<file path="src/adc_ctrl_pkg.sv">
// adc_ctrl_pkg: shared constants and types for the converter control block.
// assumes a single 10 MHz clock and an 8-bit register port with a one-cycle
// read latency.
package adc_ctrl_pkg;

  // register map (byte addresses on the 8-bit register port)
  localparam logic [7:0] ADC_CONTROL_ADDR = 8'hc0;
  localparam logic [7:0] IRQ_STATUS_ADDR  = 8'hc1;
  localparam logic [7:0] IRQ_MASK_ADDR    = 8'hc2;

  // adc_control field positions
  localparam int POWER_ENABLE_BIT = 7;
  localparam int DONE_FLAG_BIT    = 4;
  localparam int ACTIVE_FLAG_BIT  = 3;
  localparam int RC_SELECT_BIT    = 2;
  localparam int CHANNEL_HI_BIT   = 1;
  localparam int CHANNEL_LO_BIT   = 0;

  // reset values
  localparam logic [7:0] ADC_CONTROL_RESET = 8'h02;
  localparam logic [7:0] IRQ_MASK_RESET    = 8'h00;
  // bits 6 and 5 are undefined and are driven as zero
  localparam logic [7:0] CONTROL_FIXED_ONE = 8'h00;

  // irq status bit positions
  localparam int IRQ_DONE_BIT    = 0;
  localparam int IRQ_REFUSED_BIT = 1;
  localparam int IRQ_BITS        = 2;

  // timing counts
  localparam int MCYCLE_DIV_DEFAULT = 6;   // clocks per machine cycle
  localparam int CPU_CONV_MCYCLES   = 31;
  localparam int RC_SYNC_MIN_MCYCLES = 3;
  localparam int RC_SYNC_TICKS      = RC_SYNC_MIN_MCYCLES + 1;
  localparam int RC_CONV_CLOCKS     = 108;
  localparam int RC_CONV_CLOCKS_MAX = 112;
  localparam int COUNT_W            = 7;

  typedef struct packed {
    logic [7:0] addr;
    logic [7:0] wdata;
    logic       we;
    logic       re;
  } bus_req_t;

  typedef enum logic [2:0] {
    ST_IDLE,
    ST_SYNC,
    ST_CONV_CPU,
    ST_CONV_RC,
    ST_FINISH
  } conv_state_t;

endpackage

</file>
<file path="src/mcycle_tick_gen.sv">
// mcycle_tick_gen: divides the system clock into one-cycle machine-cycle
// enable pulses. assumes the cpu clock tree stops in power-down, so the
// divider freezes there.
`timescale 1ns/1ps
`default_nettype none
module mcycle_tick_gen
  import adc_ctrl_pkg::*;
#(
  parameter int DIV = MCYCLE_DIV_DEFAULT
) (
  input  wire logic clk_i,
  input  wire logic sys_rst_i,
  input  wire logic halt_i,
  output logic      tick_o
);

  localparam int W = (DIV > 1) ? $clog2(DIV) : 1;

  initial begin
    if (DIV < 1) begin
      $error("mcycle_tick_gen: DIV must be at least 1");
    end
  end

  logic [W-1:0] div_q;

  // divider counter; holds while the cpu clock is stopped
  always_ff @(posedge clk_i) begin
    if (sys_rst_i) begin
      div_q <= '0;
    end else if (!halt_i) begin
      if (div_q == W'(DIV - 1)) begin
        div_q <= '0;
      end else begin
        div_q <= div_q + W'(1);
      end
    end
  end

  // registered tick so the pulse is glitch free downstream
  always_ff @(posedge clk_i) begin
    if (sys_rst_i) begin
      tick_o <= 1'b0;
    end else begin
      tick_o <= !halt_i && (div_q == W'(DIV - 1));
    end
  end

endmodule
`default_nettype wire

</file>
<file path="src/adc_sequencer.sv">
// adc_sequencer: control register, conversion sequencer and interrupt logic
// for a four-input converter. assumes the analog core samples the channel
// on analog_channel_o while conversion_active_o is high, and that rc_tick_i
// is a one-cycle pulse per rc oscillator period, synchronous to clk_i.
//
// Implementation choice: the address-and-strobe port.
`timescale 1ns/1ps
`default_nettype none
module adc_sequencer
  import adc_ctrl_pkg::*;
#(
  parameter int MCYCLE_DIV = MCYCLE_DIV_DEFAULT
) (
  input  wire logic       clk_i,
  input  wire logic       sys_rst_i,
  input  wire bus_req_t   bus_i,
  input  wire logic       rc_tick_i,
  input  wire logic       power_down_i,
  output logic [7:0]      rd_data_o,
  output logic [1:0]      analog_channel_o,
  output logic            converter_power_o,
  output logic            conversion_active_o,
  output logic            conversion_done_o,
  output logic            irq_o
);

  initial begin
    if (MCYCLE_DIV < 1) begin
      $error("adc_sequencer: MCYCLE_DIV must be at least 1");
    end
  end

  conv_state_t          state_q;
  logic [COUNT_W-1:0]   cnt_q;
  logic                 power_en_q;
  logic                 done_q;
  logic                 rc_sel_q;
  logic [1:0]           channel_q;
  logic [IRQ_BITS-1:0]  status_q;
  logic [IRQ_BITS-1:0]  mask_q;
  logic                 mcycle_tick;
  logic                 ctrl_wr;
  logic                 start_req;
  logic                 start_ok;
  logic                 finish_evt;
  logic                 busy;
  logic                 status_wr;

  // true when addr selects a given register
  function automatic logic hit(input logic [7:0] addr,
                               input logic [7:0] reg_addr);
    hit = (addr == reg_addr);
  endfunction

  // machine-cycle enables; cpu clock stops in power-down
  mcycle_tick_gen #(
    .DIV (MCYCLE_DIV)
  ) u_mcycle (
    .clk_i     (clk_i),
    .sys_rst_i (sys_rst_i),
    .halt_i    (power_down_i),
    .tick_o    (mcycle_tick)
  );

  // request decode
  assign busy      = (state_q != ST_IDLE);
  assign ctrl_wr   = bus_i.we && hit(bus_i.addr, ADC_CONTROL_ADDR);
  assign status_wr = bus_i.we && hit(bus_i.addr, IRQ_STATUS_ADDR);
  assign start_req = ctrl_wr && bus_i.wdata[ACTIVE_FLAG_BIT];
  // a start needs power on, no result pending and no conversion running;
  // the enable written in the same cycle counts
  assign start_ok  = start_req && bus_i.wdata[POWER_ENABLE_BIT]
                     && !done_q && !busy;

  // last count of the running phase reached
  assign finish_evt =
      (state_q == ST_CONV_CPU && mcycle_tick &&
       cnt_q == COUNT_W'(CPU_CONV_MCYCLES - 1)) ||
      (state_q == ST_CONV_RC && rc_tick_i &&
       cnt_q == COUNT_W'(RC_CONV_CLOCKS - 1));

  // control fields written by software
  always_ff @(posedge clk_i) begin
    if (sys_rst_i) begin
      power_en_q <= ADC_CONTROL_RESET[POWER_ENABLE_BIT];
      rc_sel_q   <= ADC_CONTROL_RESET[RC_SELECT_BIT];
      channel_q  <= ADC_CONTROL_RESET[CHANNEL_HI_BIT:CHANNEL_LO_BIT];
    end else if (ctrl_wr) begin
      power_en_q <= bus_i.wdata[POWER_ENABLE_BIT];
      rc_sel_q   <= bus_i.wdata[RC_SELECT_BIT];
      channel_q  <= bus_i.wdata[CHANNEL_HI_BIT:CHANNEL_LO_BIT];
    end
  end

  // completion flag: hardware set beats a software clear in the same cycle
  always_ff @(posedge clk_i) begin
    if (sys_rst_i) begin
      done_q <= ADC_CONTROL_RESET[DONE_FLAG_BIT];
    end else if (finish_evt && power_en_q) begin
      done_q <= 1'b1;
    end else if (ctrl_wr && !bus_i.wdata[DONE_FLAG_BIT]) begin
      done_q <= 1'b0;
    end
  end

  // conversion sequencer
  always_ff @(posedge clk_i) begin
    if (sys_rst_i) begin
      state_q <= ST_IDLE;
      cnt_q   <= '0;
    end else if (!power_en_q) begin
      // power off aborts any conversion and keeps busy low
      state_q <= ST_IDLE;
      cnt_q   <= '0;
      if (start_ok) begin
        // enable and start written together
        state_q <= bus_i.wdata[RC_SELECT_BIT] ? ST_SYNC : ST_CONV_CPU;
      end
    end else begin
      case (state_q)
        ST_IDLE: begin
          if (start_ok) begin
            cnt_q <= '0;
            state_q <= bus_i.wdata[RC_SELECT_BIT] ? ST_SYNC : ST_CONV_CPU;
          end
        end
        ST_SYNC: begin
          // first tick lands anywhere in the current machine cycle, so the
          // sync costs between 3 and 4 full machine cycles
          if (mcycle_tick) begin
            if (cnt_q == COUNT_W'(RC_SYNC_TICKS - 1)) begin
              cnt_q   <= '0;
              state_q <= ST_CONV_RC;
            end else begin
              cnt_q <= cnt_q + COUNT_W'(1);
            end
          end
        end
        ST_CONV_CPU: begin
          // counts machine cycles; frozen in power-down as the cpu is
          if (mcycle_tick) begin
            cnt_q <= cnt_q + COUNT_W'(1);
          end
          if (finish_evt) begin
            state_q <= ST_FINISH;
          end
        end
        ST_CONV_RC: begin
          // rc ticks keep running in power-down, so this phase completes
          if (rc_tick_i) begin
            cnt_q <= cnt_q + COUNT_W'(1);
          end
          if (finish_evt) begin
            state_q <= ST_FINISH;
          end
        end
        ST_FINISH: begin
          // done and busy both high until the next machine-cycle boundary
          if (mcycle_tick) begin
            state_q <= ST_IDLE;
          end
          cnt_q <= '0;
        end
        default: begin
          state_q <= ST_IDLE;
          cnt_q   <= '0;
        end
      endcase
    end
  end

  // sticky event status, write one to clear, set wins
  always_ff @(posedge clk_i) begin
    if (sys_rst_i) begin
      status_q <= '0;
    end else begin
      for (int i = 0; i < IRQ_BITS; i++) begin
        if (status_wr && bus_i.wdata[i]) begin
          status_q[i] <= 1'b0;
        end
      end
      if (finish_evt && power_en_q) begin
        status_q[IRQ_DONE_BIT] <= 1'b1;
      end
      if (start_req && !start_ok) begin
        status_q[IRQ_REFUSED_BIT] <= 1'b1;
      end
    end
  end

  // interrupt mask
  always_ff @(posedge clk_i) begin
    if (sys_rst_i) begin
      mask_q <= IRQ_MASK_RESET[IRQ_BITS-1:0];
    end else if (bus_i.we && hit(bus_i.addr, IRQ_MASK_ADDR)) begin
      mask_q <= bus_i.wdata[IRQ_BITS-1:0];
    end
  end

  // read data one cycle after the strobe; undefined bits read as zero and
  // unmapped addresses return zero
  always_ff @(posedge clk_i) begin
    if (sys_rst_i) begin
      rd_data_o <= 8'h00;
    end else if (bus_i.re) begin
      rd_data_o <= 8'h00;
      if (hit(bus_i.addr, ADC_CONTROL_ADDR)) begin
        rd_data_o <= CONTROL_FIXED_ONE | {power_en_q, 2'b00, done_q,
                     busy, rc_sel_q, channel_q};
      end else if (hit(bus_i.addr, IRQ_STATUS_ADDR)) begin
        rd_data_o <= {{(8-IRQ_BITS){1'b0}}, status_q};
      end else if (hit(bus_i.addr, IRQ_MASK_ADDR)) begin
        rd_data_o <= {{(8-IRQ_BITS){1'b0}}, mask_q};
      end
    end
  end

  // registered outputs toward the analog core and the cpu
  always_ff @(posedge clk_i) begin
    if (sys_rst_i) begin
      analog_channel_o    <= ADC_CONTROL_RESET[CHANNEL_HI_BIT:CHANNEL_LO_BIT];
      converter_power_o   <= 1'b0;
      conversion_active_o <= 1'b0;
      conversion_done_o   <= 1'b0;
      irq_o               <= 1'b0;
    end else begin
      analog_channel_o    <= channel_q;
      converter_power_o   <= power_en_q;
      conversion_active_o <= busy;
      conversion_done_o   <= done_q;
      irq_o               <= |(status_q & mask_q);
    end
  end

endmodule
`default_nettype wire

</file>
<file path="config.mk">
export PLATFORM = sky130hd
export DESIGN_NAME = adc_sequencer
export DESIGN_NICKNAME = d
export VERILOG_FILES = /design/src/adc_ctrl_pkg.sv /design/src/mcycle_tick_gen.sv /design/src/adc_sequencer.sv
export SDC_FILE = /design/constraint.sdc
export NUM_CORES = 1
export LEC_CHECK = 0
export BUFFER_PORTS_ARGS = -buffer_cell sky130_fd_sc_hd__buf_2
export CORE_AREA = 2 2 56 58
export CTS_BUF_LIST = sky130_fd_sc_hd__clkbuf_8
export DETAILED_ROUTE_END_ITERATION = 12
export DIE_AREA = 0 0 58 60
export PLACE_DENSITY = 0.83
export SETUP_SLACK_MARGIN = 0.15
export SLEW_MARGIN = 20
export SYNTH_ARGS = -nofsm -noshare
export SYNTH_HDL_FRONTEND = slang
export SYNTH_SLANG_ARGS = --single-unit
</file>
<file path="constraint.sdc">
create_clock -name clk_i -period 3.6 [get_ports clk_i]
set_input_delay 0.72 -clock clk_i [delete_from_list [all_inputs] [get_ports clk_i]]
set_output_delay 0.72 -clock clk_i [all_outputs]
set_load 0.02 [all_outputs]
</file>
; ---- Word-level counts from Yosys, hierarchy flattened
; Cells that the tools add are included.
[classes]
n_addsub = 2
eq_ne = 20
mux = 25
n_bitwise = 2
n_reduce_logical = 33
[ops]
columns = operator, count
row1 = 7-bit two-way mux, 5
row2 = 7-bit one-hot mux with 4 select lines, 1
row3 = "8-bit equality test, second input constant", 3
row4 = 3-bit two-way mux, 7
row5 = 1-bit logical AND, 17
row6 = 3-bit one-hot mux with 4 select lines, 1
row7 = "3-bit by 2-bit != test with 1-bit output, second input constant", 3
row8 = 2-bit two-way mux, 4
row9 = 8-bit two-way mux, 1
row10 = "7-bit by 1-bit adder with 7-bit output, second input constant", 1
row11 = "7-bit by 2-bit equality test with 1-bit output, second input constant", 1
row12 = "7-bit by 5-bit equality test with 1-bit output, second input constant", 1
row13 = "7-bit equality test, second input constant", 1
row14 = "3-bit by 2-bit equality test with 1-bit output, second input constant", 2
row15 = "3-bit equality test, second input constant", 2
row16 = 1-bit two-way mux, 6
row17 = "3-bit != test, second input constant", 2
row18 = 2-bit nonzero test, 3
row19 = 2-bit OR reduction, 3
row20 = 1-bit zero test, 5
row21 = 5-bit AND reduction, 1
row22 = "2-bit by 1-bit != test with 1-bit output, second input constant", 2
row23 = "2-bit != test, second input constant", 2
row24 = 4-bit AND reduction, 1
row25 = 7 further kinds, 7
[word_totals]
ff_bits = 37
in_bits = 22
out_inout_bits = 14
wordCells = 99

; ---- Depth between registers and ports, before layout
[logic_depth]
depth_word = 9
depth_mapped = 6
depth_no_buf = 6

; ---- Cells and area by module
; From an unflattened synthesis, not the netlist that was laid out.
[unflattened]
cells_unflattened = 201
area_unflattened_um2 = 1710.4
[modules_own_cells]
columns = module, n_inst, cells_each, area_per_inst_um2, seq_area_each_um2
row1 = adc_sequencer, 1, 187, 1559.0, 620.6
row2 = mcycle_tick_gen, 1, 14, 151.4, 80.1

; ---- Worst setup path before layout
; No wires, ideal clock.
[synth_timing]
kind = input -> register
from = input port bus_i[13] in the netlist's numbering
to = register cnt_q[1]
setup_ps = 135
t_arrival_ps = 2172
setup_slack_ps = 1293
cell_stages = 6
path_buffers = 1
cell_sequence = or4_1 > buf_2 > o31ai_4 > nand2_1 > o21ai_1 > a211oi_1
[synth_via]
elab_chain_len = 8
[synth_lines]
columns = element, line
row1 = start: declaration, adc_sequencer.sv:16  ; input wire bus_req_t bus_i,
row2 = 8-bit equality test, adc_sequencer.sv:52  ; hit = (addr == reg_addr);
row3 = 1-bit logical AND, adc_sequencer.sv:67  ; assign ctrl_wr = bus_i.we && hit(bus_i.addr, ADC_CONTROL_ADDR);
row4 = 1-bit logical AND, adc_sequencer.sv:69  ; assign start_req = ctrl_wr && bus_i.wdata[ACTIVE_FLAG_BIT];
row5 = 1-bit logical AND, adc_sequencer.sv:72  ; assign start_ok = start_req && bus_i.wdata[POWER_ENABLE_BIT]
row6 = 1-bit logical AND (2 in a row), adc_sequencer.sv:73  ; && !done_q && !busy;
row7 = 2-bit != test (no source line), --
row8 = 4-bit AND reduction (no source line), --
row9 = end signal: assignment, adc_sequencer.sv:135  ; cnt_q <= cnt_q + COUNT_W'(1);
row10 = end signal: assignment, adc_sequencer.sv:142  ; cnt_q <= cnt_q + COUNT_W'(1);
row11 = end signal: assignment, adc_sequencer.sv:151  ; cnt_q <= cnt_q + COUNT_W'(1);
row12 = end: declaration, adc_sequencer.sv:34  ; logic [COUNT_W-1:0] cnt_q;
; Every way passes these cells.
; A chain may end at the register's enable or synchronous reset.

; ---- Worst setup path after layout
; Ends and elaborated chain as after synthesis.

==> out/summary.txt <==
Status -> complete, no violations
Layout cells sized above 1 -> 23.08%
Rows -> 20
Reg2Reg Depth -> 6
WP data arrival -> 2510 ps
Largest net degree at the start of global routing -> 27
Port bufs -> 31
Total Nets Final -> 244
Clock transition at the registers of the reported paths -> 70 ps
Cell taking the most area after synthesis -> dfxtp_1
First-pass GRT wire length -> 5492 microns
Initial DRC count -> 81
Max-slew violation count -> 0
Leakage -> 0.7378 nW
Final HPWL from detailed placement -> 2414 microns
IO Pins -> 36
Total iterations of the first detailed-routing run -> 4
CTS Root Cell -> clkbuf_8
Final WL -> 3327 microns
Setup WS post-layout -> 1246 ps
Post-CTS Repair Setup Buffers -> 0
Initial Util -> 56.72%
R2R Path End -> state_q[1]$_SDFFE_PP0P_
Top_reg_cell synth -> dfxtp_1
Post-route insts no fill -> 254
P&R area growth vs syn -> 16.72%
Cts hold-fix bufs -> 0
Max_cap viols -> 0
Worst EP required -> 3760 ps
Synth top area share -> 42.55%
Mapped Cells -> 190
CTS tree -> yes
Final Cycle Share -> 65.38%
DP Cell Count -> 246
Hold Path Depth -> 2
Number of synthesized flops with an enable pin -> 0
List of most frequent post-synthesis cells -> dfxtp_1 (35), nand2_1 (20), nor2_1 (18)
Seq/Total Area, Yosys -> 42.55%
Tmin final -> 2354 ps
VDD IR-drop max -> 0.3596 mV
Htree depth -> 2
Reg2Reg Launch Point -> cnt_q[0]$_SDFFE_PP0P_
Gpl congestion -> 0.7869
WHS Endpoint -> rc_sel_q$_SDFFE_PP0N_
Async SR Flop Fraction -> 0%
Routed via count -> 1440
Reg2Reg Setup Slack -> 1620 ps
DRT antenna net count -> 0
Yosys warning count -> 0
Max Fclk -> 0.4248 GHz
Skew-Pair Late Insertion Delay -> 290 ps
Critical Path Source Type -> input port
Top cells by area, synth -> dfxtp_1 (43%), nand2_1 (4.6%), nand2b_1 (4.6%), nor2_1 (4.1%), a21oi_1 (4.0%)
Max_slew headroom -> 38.82%
Initial antenna violation count -> 0
Post-synthesis average cell area -> 8.666 sq um
Unique cell type count in the Yosys netlist -> 47
Setup slack after placement -> 938.2 ps
Final core utilization -> 66.21%
Die ar. -> 3480 sq um
Vias per std cell -> 5.669
Die X -> 58 microns
Hold Fails Final Rpt -> 0
Top-count cell post-synth -> dfxtp_1
GRT Util Overall -> 20.95%
Num CTS Buffers -> 5
CTS Sinks -> 35
RSZ-0062 raised after global routing -> false
Cell area after synthesis -> 1647 sq um
Max Clock Skew -> 6.389 ps
Vias in the first global route -> 1255
Hold Crit Class -> register to register
Critical path type -> input port to register
Clk buf depth -> 2
Post-synthesis register bit count -> 35
Worst Tran Pin Value -> 905.8 ps
# resized after CTS -> 0
Ant diodes -> 0
Die H -> 60 microns
Beginning of the worst hold path -> rc_sel_q$_SDFFE_PP0N_
Final TNS setup -> 0 ps
P per Cell Area -> 412.2 nW/um^2
CP Max Fanout -> 7
Core region area -> 2903 sq um
Wire per inst -> 13.10 microns
DRC violations left -> 0
Final setup viols -> 0
Total congestion overflow -> 0
CP Capture Type -> register
==> cells by family (layout without fill, tap and decap cells) <==
family	count (synthesis)	after routing	synth area share (%)
multiplexers	6	6	3.723
XOR/XNOR	6	6	3.191
AND/OR/NAND/NOR	94	94	31.23
other	1	2	0.2277
adder cells (fa/ha/maj)	2	2	1.520
buffers and inverters	13	43	3.495
flip-flops	35	35	42.55
AO/OA/AOI/OAI	33	33	14.06
==> worst max-delay path, cell delays in order <==
cell	delay, ps
buf_2	90
or4_1	660
o31ai_4	440
nand2_1	120
o21ai_1	390
a211oi_1	90
==> flip-flops by register name, summed over array words and instances, names as in the netlist, 2 cells and up <==
signal / flops
cnt_q: 7
analog_channel_o: 2
u_mcycle.div_q: 3
mask_q: 2
channel_q: 2
state_q: 3
status_q: 2
rd_data_o: 6
==> stage by stage <==
| stage | hold WS (ps) | power [W] | instance area, sq um |
|---|---|---|---|
| floorplan | 436.9 | 0.0004212 | 1650 |
| global placement | 445.9 | 0.0004340 | 1804 |
| detailed placement | 457.7 | 0.0004345 | 1804 |
| CTS | 472.4 | 0.0007991 | 1922 |
| global route | 489.5 | 0.0008229 | 1922 |
| finish | 470.2 | 0.0007921 | 1922 |
==> how the worst max path moves through the flow <==
stage	startpoint	endpoint	slack, ps	cells after the start
2_1_floorplan	bus_i[13]	cnt_q[1]$_SDFFE_PP0P_	1290	6
3_3_place_gp	bus_i[13]	cnt_q[1]$_SDFFE_PP0P_	930	6
3_5_place_dp	bus_i[13]	cnt_q[1]$_SDFFE_PP0P_	940	6
4_1_cts	bus_i[13]	cnt_q[1]$_SDFFE_PP0P_	1240	6
5_1_grt	bus_i[13]	cnt_q[0]$_SDFFE_PP0P_	1150	6
6_report	bus_i[13]	cnt_q[1]$_SDFFE_PP0P_	1250	6
==> cell type report <==
type / count / area [sq um]
clock buffers: 6 / 82.58
clock inverters: 2 / 35.03
fillers: 260 / 980.9
inverters: 4 / 15.01
multi-input cells: 143 / 892.1
flip-flops and latches: 35 / 700.7
well taps: 33 / 41.29
repair buffers: 31 / 155.1
==> placed cells by master (no fill, tap or decap), types with 5 or more instances in the layout <==
| cell | synthesis | routed |
|---|---|---|
| dfxtp_1 | 35 | 35 |
| buf_2 | 1 | 31 |
| nand2_1 | 20 | 20 |
| nor2_1 | 18 | 18 |
| a21oi_1 | 13 | 13 |
| nand2b_1 | 12 | 12 |
| nand3_1 | 11 | 11 |
| clkbuf_8 | 0 | 6 |
| nand3b_1 | 5 | 5 |
| mux2i_1 | 5 | 5 |
| o21ai_0 | 5 | 5 |
| xor2_1 | 5 | 5 |
==> where the power goes <==
part / internal (W) / total, W / switching, W / leakage, nW
sequential: 0.000389 / 0.000391 / 0.00000178 / 0.282
clock: 0.000224 / 0.000366 / 0.000142 / 0.0612
combinational: 0.0000142 / 0.0000350 / 0.0000208 / 0.394
total: 0.000628 / 0.000792 / 0.000165 / 0.738
==> metal layers <==
layer	part of all wire [%]	GRT usage, %
met3	4.1	6.494
met2	48	32.79
met4	1.4	6.977
met5	0	0
met1	46	27.55
No activity file was read; power rests on OpenSTA's default activity.
